<file path="src/tdc_pkg.sv">
// constants and types for the transmitter driver configuration bank
package tdc_pkg;

  // register indices and their byte addresses on the bus
  localparam logic [7:0] IDX_PIN  = 8'h28;
  localparam logic [7:0] IDX_AMP  = 8'h29;
  localparam logic [7:0] IDX_CON  = 8'h2A;
  localparam logic [7:0] IDX_TRIM = 8'h2B;
  localparam logic [7:0] ADR_PIN  = {IDX_PIN[5:0], 2'b00};
  localparam logic [7:0] ADR_AMP  = {IDX_AMP[5:0], 2'b00};
  localparam logic [7:0] ADR_CON  = {IDX_CON[5:0], 2'b00};
  localparam logic [7:0] ADR_TRIM = {IDX_TRIM[5:0], 2'b00};

  // values after reset
  localparam logic [7:0] RST_PIN  = 8'h00;
  localparam logic [7:0] RST_AMP  = 8'h00;
  localparam logic [7:0] RST_CON  = 8'h00;
  localparam logic [7:0] RST_TRIM = 8'h00;

  // writable bits; reserved bits are dropped
  localparam logic [7:0] MASK_PIN = 8'hCF;
  localparam logic [7:0] MASK_AMP = 8'hDF;

  // field positions
  localparam int PIN_INV2_BIT = 7;
  localparam int PIN_INV1_BIT = 6;
  localparam int PIN_EN_BIT   = 3;
  localparam int PIN_MODE_LSB = 0;
  localparam int AMP_RED_LSB  = 6;
  localparam int AMP_RES_LSB  = 0;
  localparam int CON_OS2_LSB  = 4;
  localparam int CON_MAX_BIT  = 3;
  localparam int CON_INV_BIT  = 2;
  localparam int CON_SRC_LSB  = 0;
  localparam int TRIM_OS1_LSB = 4;
  localparam int TRIM_LD_LSB  = 0;

  // driver output modes
  localparam logic [2:0] MODE_HIZ      = 3'h0;
  localparam logic [2:0] MODE_PUSHPULL = 3'h1;
  localparam logic [2:0] MODE_OPENDRN  = 3'h2;
  localparam logic [2:0] MODE_FIXLOW   = 3'h5;
  localparam logic [2:0] MODE_FIXHIGH  = 3'h6;

  // modulation sources
  localparam logic [1:0] SRC_NONE = 2'h0;
  localparam logic [1:0] SRC_ENV  = 2'h1;
  localparam logic [1:0] SRC_EXT  = 2'h2;

  localparam logic [1:0] RESP_OKAY   = 2'h0;
  localparam logic [1:0] RESP_SLVERR = 2'h2;

  typedef struct packed {
    logic out;
    logic oe;
  } tdc_pin_t;

endpackage : tdc_pkg

</file>
<file path="src/tdc_transmitter_driver_config.sv">
// register bank and pin logic of the two antenna drivers, reached over axi4-lite
//
// Decided for this implementation: register access over AXI4-Lite.
`timescale 1ns/1ps
module tdc_transmitter_driver_config (
  input  wire logic             aclk,                     // system clock, 40 MHz
  input  wire logic             aresetn,                  // synchronous reset, low
  input  wire logic [7:0]       s_axi_awaddr,             // write address
  input  wire logic [2:0]       s_axi_awprot,             // write protection, unused
  input  wire logic             s_axi_awvalid,            // write address valid
  output logic                  s_axi_awready,            // write address ready
  input  wire logic [31:0]      s_axi_wdata,              // write data
  input  wire logic [3:0]       s_axi_wstrb,              // write byte strobes
  input  wire logic             s_axi_wvalid,             // write data valid
  output logic                  s_axi_wready,             // write data ready
  output logic [1:0]            s_axi_bresp,              // write response
  output logic                  s_axi_bvalid,             // write response valid
  input  wire logic             s_axi_bready,             // write response ready
  input  wire logic [7:0]       s_axi_araddr,             // read address
  input  wire logic [2:0]       s_axi_arprot,             // read protection, unused
  input  wire logic             s_axi_arvalid,            // read address valid
  output logic                  s_axi_arready,            // read address ready
  output logic [31:0]           s_axi_rdata,              // read data
  output logic [1:0]            s_axi_rresp,              // read response
  output logic                  s_axi_rvalid,             // read data valid
  input  wire logic             s_axi_rready,             // read data ready
  input  wire logic             carrier_clock_in,         // carrier, asynchronous
  input  wire logic             internal_envelope_signal, // envelope, same clock
  input  wire logic             external_signal_input,    // modulation pin, async
  output tdc_pkg::tdc_pin_t     first_driver_output,      // first driver pin
  output tdc_pkg::tdc_pin_t     second_driver_output,     // second driver pin
  output logic [1:0]            carrier_level_reduction,  // amplitude reduction step
  output logic                  carrier_max,              // carrier at full amplitude
  output logic [4:0]            residual_level,           // residual carrier setting
  output logic [3:0]            load_current_trim,        // expected load current
  output logic                  modulation_active,        // modulation incl. overshoot
  output logic                  overshoot_boost           // first overshoot window
);

  logic [7:0] pin_q;
  logic [7:0] amp_q;
  logic [7:0] con_q;
  logic [7:0] trim_q;

  logic        aw_full_q;
  logic        w_full_q;
  logic [7:0]  aw_addr_q;
  logic [7:0]  w_data_q;
  logic        w_strb_q;
  logic [1:0]  bresp_q;
  logic        bvalid_q;
  logic        awready_q;
  logic        wready_q;

  wire aw_hs    = s_axi_awvalid & awready_q;
  wire w_hs     = s_axi_wvalid & wready_q;
  wire do_write = aw_full_q & w_full_q & ~bvalid_q;
  wire aw_full_d = aw_hs | (aw_full_q & ~do_write);
  wire w_full_d  = w_hs | (w_full_q & ~do_write);

  wire wr_pin  = (aw_addr_q == tdc_pkg::ADR_PIN);
  wire wr_amp  = (aw_addr_q == tdc_pkg::ADR_AMP);
  wire wr_con  = (aw_addr_q == tdc_pkg::ADR_CON);
  wire wr_trim = (aw_addr_q == tdc_pkg::ADR_TRIM);
  wire wr_hit  = wr_pin | wr_amp | wr_con | wr_trim;
  wire wr_en   = do_write & w_strb_q;

  always_ff @(posedge aclk) begin
    if (!aresetn) begin
      aw_full_q <= 1'b0;
      w_full_q  <= 1'b0;
      awready_q <= 1'b0;
      wready_q  <= 1'b0;
      aw_addr_q <= 8'h00;
      w_data_q  <= 8'h00;
      w_strb_q  <= 1'b0;
    end else begin
      aw_full_q <= aw_full_d;
      w_full_q  <= w_full_d;
      awready_q <= ~aw_full_d;
      wready_q  <= ~w_full_d;
      if (aw_hs) begin
        aw_addr_q <= {s_axi_awaddr[7:2], 2'b00};
      end
      if (w_hs) begin
        w_data_q <= s_axi_wdata[7:0];
        w_strb_q <= s_axi_wstrb[0];
      end
    end
  end

  always_ff @(posedge aclk) begin
    if (!aresetn) begin
      bvalid_q <= 1'b0;
      bresp_q  <= tdc_pkg::RESP_OKAY;
    end else if (do_write) begin
      bvalid_q <= 1'b1;
      bresp_q  <= wr_hit ? tdc_pkg::RESP_OKAY : tdc_pkg::RESP_SLVERR;
    end else if (s_axi_bready) begin
      bvalid_q <= 1'b0;
    end
  end

  // reserved bits never stored
  always_ff @(posedge aclk) begin
    if (!aresetn) begin
      pin_q  <= tdc_pkg::RST_PIN;
      amp_q  <= tdc_pkg::RST_AMP;
      con_q  <= tdc_pkg::RST_CON;
      trim_q <= tdc_pkg::RST_TRIM;
    end else if (wr_en) begin
      if (wr_pin)  pin_q  <= w_data_q & tdc_pkg::MASK_PIN;
      if (wr_amp)  amp_q  <= w_data_q & tdc_pkg::MASK_AMP;
      if (wr_con)  con_q  <= w_data_q;
      if (wr_trim) trim_q <= w_data_q;
    end
  end

  logic        arready_q;
  logic        rvalid_q;
  logic [7:0]  rdata_q;
  logic [1:0]  rresp_q;

  wire        ar_hs   = s_axi_arvalid & arready_q;
  wire [7:0]  rd_addr = {s_axi_araddr[7:2], 2'b00};
  wire        rd_pin  = (rd_addr == tdc_pkg::ADR_PIN);
  wire        rd_amp  = (rd_addr == tdc_pkg::ADR_AMP);
  wire        rd_con  = (rd_addr == tdc_pkg::ADR_CON);
  wire        rd_trim = (rd_addr == tdc_pkg::ADR_TRIM);
  wire        rd_hit  = rd_pin | rd_amp | rd_con | rd_trim;
  wire [7:0]  rd_mux  = ({8{rd_pin}} & pin_q) | ({8{rd_amp}} & amp_q)
                      | ({8{rd_con}} & con_q) | ({8{rd_trim}} & trim_q);

  always_ff @(posedge aclk) begin
    if (!aresetn) begin
      arready_q <= 1'b0;
      rvalid_q  <= 1'b0;
      rdata_q   <= 8'h00;
      rresp_q   <= tdc_pkg::RESP_OKAY;
    end else if (ar_hs) begin
      arready_q <= 1'b0;
      rvalid_q  <= 1'b1;
      rdata_q   <= rd_mux;
      rresp_q   <= rd_hit ? tdc_pkg::RESP_OKAY : tdc_pkg::RESP_SLVERR;
    end else if (rvalid_q && s_axi_rready) begin
      rvalid_q  <= 1'b0;
      arready_q <= 1'b1;
    end else if (!rvalid_q) begin
      arready_q <= 1'b1;
    end
  end

  assign s_axi_awready = awready_q;
  assign s_axi_wready  = wready_q;
  assign s_axi_bvalid  = bvalid_q;
  assign s_axi_bresp   = bresp_q;
  assign s_axi_arready = arready_q;
  assign s_axi_rvalid  = rvalid_q;
  assign s_axi_rresp   = rresp_q;
  assign s_axi_rdata   = {24'h000000, rdata_q};

  wire       inv2     = pin_q[tdc_pkg::PIN_INV2_BIT];
  wire       inv1     = pin_q[tdc_pkg::PIN_INV1_BIT];
  wire       drv_en   = pin_q[tdc_pkg::PIN_EN_BIT];
  wire [2:0] drv_mode = pin_q[tdc_pkg::PIN_MODE_LSB +: 3];
  wire [1:0] red_fld  = amp_q[tdc_pkg::AMP_RED_LSB +: 2];
  wire [4:0] res_fld  = amp_q[tdc_pkg::AMP_RES_LSB +: 5];
  wire [3:0] os2_len  = con_q[tdc_pkg::CON_OS2_LSB +: 4];
  wire       cw_max   = con_q[tdc_pkg::CON_MAX_BIT];
  wire       mod_inv  = con_q[tdc_pkg::CON_INV_BIT];
  wire [1:0] mod_src  = con_q[tdc_pkg::CON_SRC_LSB +: 2];
  wire [3:0] os1_val  = trim_q[tdc_pkg::TRIM_OS1_LSB +: 4];
  wire [3:0] ld_fld   = trim_q[tdc_pkg::TRIM_LD_LSB +: 4];

  // two flops before any logic reads an asynchronous pin
  logic carrier_s1_q;
  logic carrier_s2_q;
  logic carrier_s3_q;
  logic ext_s1_q;
  logic ext_s2_q;

  always_ff @(posedge aclk) begin
    if (!aresetn) begin
      carrier_s1_q <= 1'b0;
      carrier_s2_q <= 1'b0;
      carrier_s3_q <= 1'b0;
      ext_s1_q     <= 1'b0;
      ext_s2_q     <= 1'b0;
    end else begin
      carrier_s1_q <= carrier_clock_in;
      carrier_s2_q <= carrier_s1_q;
      carrier_s3_q <= carrier_s2_q;
      ext_s1_q     <= external_signal_input;
      ext_s2_q     <= ext_s1_q;
    end
  end

  wire carrier_edge = carrier_s2_q & ~carrier_s3_q;

  wire mod_valid = (mod_src == tdc_pkg::SRC_ENV) | (mod_src == tdc_pkg::SRC_EXT);
  wire mod_raw   = (mod_src == tdc_pkg::SRC_ENV) ? internal_envelope_signal
                 : (mod_src == tdc_pkg::SRC_EXT) ? ext_s2_q : 1'b0;
  wire mod_sig   = mod_valid & (mod_raw ^ mod_inv);

  // overshoot timers, counted in synchronised carrier edges
  logic       mod_prev_q;
  logic [3:0] t1_cnt_q;
  logic [3:0] t2_cnt_q;

  wire mod_rise = mod_sig & ~mod_prev_q;
  wire mod_fall = ~mod_sig & mod_prev_q;
  wire [3:0] t1_dec = (t1_cnt_q != 4'h0 && carrier_edge) ? t1_cnt_q - 4'h1 : t1_cnt_q;
  wire [3:0] t2_dec = (t2_cnt_q != 4'h0 && carrier_edge) ? t2_cnt_q - 4'h1 : t2_cnt_q;
  wire [3:0] t1_cnt_d = mod_rise ? os1_val : (mod_sig ? t1_dec : 4'h0);
  wire [3:0] t2_cnt_d = mod_fall ? os2_len : (mod_sig ? 4'h0 : t2_dec);

  always_ff @(posedge aclk) begin
    if (!aresetn) begin
      mod_prev_q <= 1'b0;
      t1_cnt_q   <= 4'h0;
      t2_cnt_q   <= 4'h0;
    end else begin
      mod_prev_q <= mod_sig;
      t1_cnt_q   <= t1_cnt_d;
      t2_cnt_q   <= t2_cnt_d;
    end
  end

  function automatic tdc_pkg::tdc_pin_t drive(input logic en, input logic [2:0] mode,
                                              input logic v);
    tdc_pkg::tdc_pin_t p;
    p = '{out: 1'b0, oe: 1'b0};
    if (en) begin
      unique case (mode)
        tdc_pkg::MODE_PUSHPULL: p = '{out: v, oe: 1'b1};
        tdc_pkg::MODE_OPENDRN:  p = '{out: 1'b0, oe: ~v};
        tdc_pkg::MODE_FIXLOW:   p = '{out: 1'b0, oe: 1'b1};
        tdc_pkg::MODE_FIXHIGH:  p = '{out: 1'b1, oe: 1'b1};
        default:                p = '{out: 1'b0, oe: 1'b0};
      endcase
    end
    return p;
  endfunction : drive

  wire               tx1_val = carrier_s2_q ^ inv1;
  wire               tx2_val = carrier_s2_q ^ inv2;
  tdc_pkg::tdc_pin_t tx1_d;
  tdc_pkg::tdc_pin_t tx2_d;
  tdc_pkg::tdc_pin_t tx1_q;
  tdc_pkg::tdc_pin_t tx2_q;
  assign tx1_d = drive(drv_en, drv_mode, tx1_val);
  assign tx2_d = drive(drv_en, drv_mode, tx2_val);

  logic [1:0] red_q;
  logic       max_q;
  logic [4:0] res_q;
  logic [3:0] ld_q;
  logic       mact_q;
  logic       boost_q;

  // outputs follow the registers one cycle after they change
  always_ff @(posedge aclk) begin
    if (!aresetn) begin
      tx1_q   <= '{out: 1'b0, oe: 1'b0};
      tx2_q   <= '{out: 1'b0, oe: 1'b0};
      red_q   <= 2'h0;
      max_q   <= 1'b0;
      res_q   <= 5'h00;
      ld_q    <= 4'h0;
      mact_q  <= 1'b0;
      boost_q <= 1'b0;
    end else begin
      tx1_q   <= tx1_d;
      tx2_q   <= tx2_d;
      red_q   <= cw_max ? 2'h0 : red_fld;
      max_q   <= cw_max;
      res_q   <= res_fld;
      ld_q    <= ld_fld;
      mact_q  <= mod_sig | (t2_cnt_q != 4'h0);
      boost_q <= t1_cnt_q != 4'h0;
    end
  end

  assign first_driver_output     = tx1_q;
  assign second_driver_output    = tx2_q;
  assign carrier_level_reduction = red_q;
  assign carrier_max             = max_q;
  assign residual_level          = res_q;
  assign load_current_trim       = ld_q;
  assign modulation_active       = mact_q;
  assign overshoot_boost         = boost_q;

  enable_off_a: assert property (
    @(posedge aclk) disable iff (!aresetn)
    !drv_en |=> !first_driver_output.oe && !second_driver_output.oe)
    else $error("driver drives while disabled");

  invert_two_a: assert property (
    @(posedge aclk) disable iff (!aresetn)
    (drv_en && drv_mode == tdc_pkg::MODE_PUSHPULL)
    |=> second_driver_output.out == ($past(carrier_s2_q) ^ $past(inv2)))
    else $error("second driver polarity wrong");

  invert_one_a: assert property (
    @(posedge aclk) disable iff (!aresetn)
    (drv_en && drv_mode == tdc_pkg::MODE_PUSHPULL)
    |=> first_driver_output.out == ($past(carrier_s2_q) ^ $past(inv1)))
    else $error("first driver polarity wrong");

  bad_mode_a: assert property (
    @(posedge aclk) disable iff (!aresetn)
    (drv_mode == 3'h3 || drv_mode == 3'h4) |=> !first_driver_output.oe)
    else $error("unsupported mode drives pin");

  level_max_a: assert property (
    @(posedge aclk) disable iff (!aresetn)
    cw_max |=> carrier_max && carrier_level_reduction == 2'h0)
    else $error("maximum carrier not applied");

  level_red_a: assert property (
    @(posedge aclk) disable iff (!aresetn)
    !cw_max |=> carrier_level_reduction == $past(red_fld))
    else $error("level reduction not applied");

  no_mod_a: assert property (
    @(posedge aclk) disable iff (!aresetn)
    mod_src == tdc_pkg::SRC_NONE |-> !mod_sig)
    else $error("modulation without source");

  env_inv_a: assert property (
    @(posedge aclk) disable iff (!aresetn)
    mod_src == tdc_pkg::SRC_ENV |-> mod_sig == (internal_envelope_signal ^ mod_inv))
    else $error("envelope modulation wrong");

  os2_hold_a: assert property (
    @(posedge aclk) disable iff (!aresetn)
    (mod_fall && os2_len != 4'h0) |=> ##1 modulation_active)
    else $error("overshoot extension missing");

  os1_boost_a: assert property (
    @(posedge aclk) disable iff (!aresetn)
    (mod_rise && os1_val != 4'h0) |=> ##1 overshoot_boost)
    else $error("first overshoot window missing");

  rsvd_zero_a: assert property (
    @(posedge aclk) disable iff (!aresetn)
    pin_q[5:4] == 2'h0 && amp_q[5] == 1'b0)
    else $error("reserved bit stored");

  cfg_next_a: assert property (
    @(posedge aclk) disable iff (!aresetn)
    (wr_en && wr_trim) |=> ##1 load_current_trim == $past(w_data_q[3:0], 2))
    else $error("setting late at output");

endmodule : tdc_transmitter_driver_config

</file>
<file path="config.mk">
export PLATFORM = sky130hd
export DESIGN_NAME = tdc_transmitter_driver_config
export DESIGN_NICKNAME = d
export VERILOG_FILES = /design/src/tdc_pkg.sv /design/src/tdc_transmitter_driver_config.sv
export SDC_FILE = /design/constraint.sdc
export NUM_CORES = 1
export LEC_CHECK = 0
export BUFFER_PORTS_ARGS = -buffer_cell sky130_fd_sc_hd__buf_2
export CAP_MARGIN = 5
export CORE_ASPECT_RATIO = 0.75
export CORE_UTILIZATION = 55
export DETAILED_ROUTE_END_ITERATION = 10
export MAX_ROUTING_LAYER = met4
export PLACE_DENSITY = 0.85
export SETUP_SLACK_MARGIN = 0.5
export SYNTH_ARGS = -nofsm -noshare
export SYNTH_HDL_FRONTEND = slang
export SYNTH_SLANG_ARGS = --single-unit
</file>
<file path="constraint.sdc">
create_clock -name aclk -period 2.8 [get_ports aclk]
set_input_delay 0.28 -clock aclk [delete_from_list [all_inputs] [get_ports aclk]]
set_output_delay 0.28 -clock aclk [all_outputs]
set_load 0.03 [all_outputs]
</file>
==> impl_metrics.py <==
metrics = {
    "outcome": {
        "status": "complete, no violations",
    },
    "worst_setup_path": {
        "reg2reg_from": "con_q[0]$_SDFFE_PN0P_",
        "slowest_stage": "o31ai_1",
        "cp-end-kind": "register",
        "crit_buf_inv": 1,
        "crit_path_max_incr_delay_ns": 0.50,
        "critPathLaunchType": "register",
        "required_ns": 3.02,
        "critical_path_class": "reg2reg",
        "crit_fanout": 4,
        "cp-startpoint": "con_q[0]$_SDFFE_PN0P_",
        "crit_family": "compound AO/OA/AOI/OAI gates",
        "worst-endpoint-arrival_ns": 2.03,
        "cp_cell_sequence": "inv_1 -> ha_1 -> and3b_1 -> o21a_1 -> o31ai_1 -> a211oi_1",
    },
    "drt": {
        "vias": 3068,
        "dr.max_layer_used": "met4",
        "first_iter_violations": 262,
        "met2_length_microns": 3622,
        "wl_per_cell_microns": 13.68,
        "ant_nets": 0,
        "drtPass1Iterations": 5,
        "met1Wirelength_microns": 3687,
        "wl_met3_microns": 582,
        "route.detailed.drc": 0,
        "routed_wl_microns": 8016,
        "vias_per_cell": 5.235,
    },
    "timing": {
        "fmax_mhz": 551.7,
        "final_hold_viol_count": 0,
        "setup_tns_ns": 0,
        "finClkSkew_ns": 0.01029,
        "finalSetupViolations": 0,
        "drv_slew": 0,
        "worst_slew_pin_slew_ns": 0.7554,
        "whs_ns": 0.1254,
        "rsz0062_at_grt": "no",
        "slew_headroom_pct": 49.54,
        "layout_min_cycle_time_ns": 1.812,
        "finalCritPeriodShare_pct": 64.73,
    },
    "clock_network": {
        "cts_tree": "built",
        "cts.repair.resized": 0,
        "clk_path_buf_depth": 2,
        "clock-sinks": 93,
        "cts_max_level": 3,
        "numCtsBuffers": 9,
        "cts_root_buf": "clkbuf_8",
        "clk_transition_reported_paths_ns": 0.09,
        "clock_latency_ns": 0.36,
        "postCtsHoldBufs": 0,
        "cts_setup_buffers": 0,
    },
    "yosys": {
        "async_flop_share_pct": 0,
        "synth_edf_count": 0,
        "ys_types": 46,
        "synth_top_area_share_pct": 46.81,
        "synth.avg_cell_area_sq_um": 9.293,
        "synth.area.top_cells": "dfxtp_1 47%, nand2_1 7.9%, mux2i_1 7.3%, buf_4 5.3%, a21boi_0 3.6%",
        "ys_seq_elements": 93,
        "synthFlopType": "dfxtp_1",
        "synth_most_common_cell": "dfxtp_1",
        "netlist_area_sq_um": 3978,
        "synthTopCellsByCount": "93 x dfxtp_1, 84 x nand2_1, 29 x mux2i_1",
        "yosysTopAreaCell": "dfxtp_1",
        "syn_inst": 428,
        "yosysWarnings": 0,
        "yosysSeqAreaShare_pct": 46.81,
    },
    "die": {
        "die_y_microns": 75.65,
        "die-area_sq_um": 7579,
        "ios": 127,
        "start_util_pct": 57.67,
        "core_sq_um": 6897,
        "die_w_microns": 100.2,
        "rows": 26,
    },
    "grt": {
        "grt.overflow.total": 0,
        "grt_usage_pct": 23.35,
        "grt_pass1_vias": 2755,
        "antenna_found_initial": 0,
        "grt_max_degree": 35,
        "grt_pass1_wl_microns": 12810,
    },
    "placed_design": {
        "portBuffers": 63,
        "post_dp_cell_area_sq_um": 4240,
        "dp_hpwl_microns": 5930,
        "gp_congestion": 0.8782,
    },
    "finish": {
        "fin_nets": 558,
        "final_cell_area_sq_um": 4429,
        "syn_to_final_growth_pct": 11.36,
        "fillerInstances": 593,
        "n_antenna_cell": 0,
        "drive_above_1_share_pct": 19.88,
        "layout.area.seq_sq_um": 1862,
        "multi_input_area_sq_um": 1847,
    },
    "power_and_ir_drop": {
        "power_leakage_nw": 1.934,
        "vdd_drop_max_mv": 0.3257,
        "power.density_nw_per_um2": 543.9,
    },
    "worst_hold_path": {
        "hold_class": "in2reg",
        "holdCritStartpoint": "carrier_clock_in",
    },
    "job": {
        "drv_cap": 0,
    },
}
per-layer routing:
layer | global-route usage [%] | up-vias
li1 | - | 1500
met3 | 7.064 | 20
met2 | 35.69 | 126
met5 | - | -
met4 | 9.340 | 0
met1 | 29.27 | 1422
flip-flops by register name, summed over array words and instances (netlist names), 2 cells and up:
name	flops
amp_q	7
aw_addr_q	6
carrier_level_reduction	2
con_q	8
first_driver_output	2
load_current_trim	4
pin_q	6
rdata_q	8
residual_level	5
second_driver_output	2
t1_cnt_q	4
t2_cnt_q	4
trim_q	8
w_data_q	8
power by group:
part	switching [mW]	total [mW]	internal, mW
logic	0.137	0.189	0.0522
registers	0.0173	1.37	1.35
clock network	0.491	0.854	0.363
total	0.646	2.41	1.76
final timing paths:
kind	to	slack, ns	depth (start not counted)
setup / recovery	t2_cnt_q[3]$_SDFFE_PN0P_	0.99	6
setup reg to reg	t2_cnt_q[3]$_SDFFE_PN0P_	0.99	6
hold / removal	carrier_s1_q$_SDFF_PN0_	0.13	2
hold reg to reg	carrier_s2_q$_SDFF_PN0_	0.44	1
worst reg2reg max path: stages, from the launching register on:
cell	delay, ns
dfxtp_1	0.42
inv_1	0.06
ha_1	0.19
and3b_1	0.20
o21a_1	0.20
o31ai_1	0.50
a211oi_1	0.10
layout make-up:
cell class	instances	area share, %
Sequential cell	93	42.03
Clock inverter	6	1.158
Timing Repair Buffer	65	7.458
Clock buffer	10	3.107
Inverter	21	1.780
Tap cell	98	2.768
Multi-Input combinational cell	293	41.69
cell families after synthesis:
kind of cell / share of synthesized area, %
muxes: 9.846
buffers and inverters: 9.122
adders and majority gates: 2.202
AOI/OAI and AO/OA: 11.77
other: 0.09428
DFF: 46.81
and+or+nand+nor: 18.84
xor gates and xnor gates: 1.321
metrics by stage:
step	setup slack, ns	std cells	utilization (%)	power (mW)
4_1_cts	0.9903	586	64.22	2.420
3_3_place_gp	1.083	570	61.48	1.578
2_1_floorplan	1.255	453	-	1.560
3_5_place_dp	0.9915	570	61.48	1.584
5_1_grt	0.8693	586	64.22	2.507
6_report	0.9876	586	64.22	2.409
cell usage in the layout, fill, tap and decap left out, types with 3 or more instances in the layout:
cell      instances
nor2b_1           6
mux2i_1          29
inv_1            21
nor3_1            3
nand2b_1          6
nand2_1          84
nor2_1            8
a31oi_1           5
xor2_1            3
a21oi_1          14
a21boi_0         19
inv_6             5
clkbuf_8         10
o21ai_0           8
mux2_2            7
a211oi_1          5
buf_2            63
and2_1           11
conb_1           26
dfxtp_1          93
and3b_1           3
o21a_1            3
o211a_1           3
nand3_1           9
a22o_1            5
ha_1              7
nand3b_1          3
xnor2_1           3
Power figures use the tool's default switching activity.
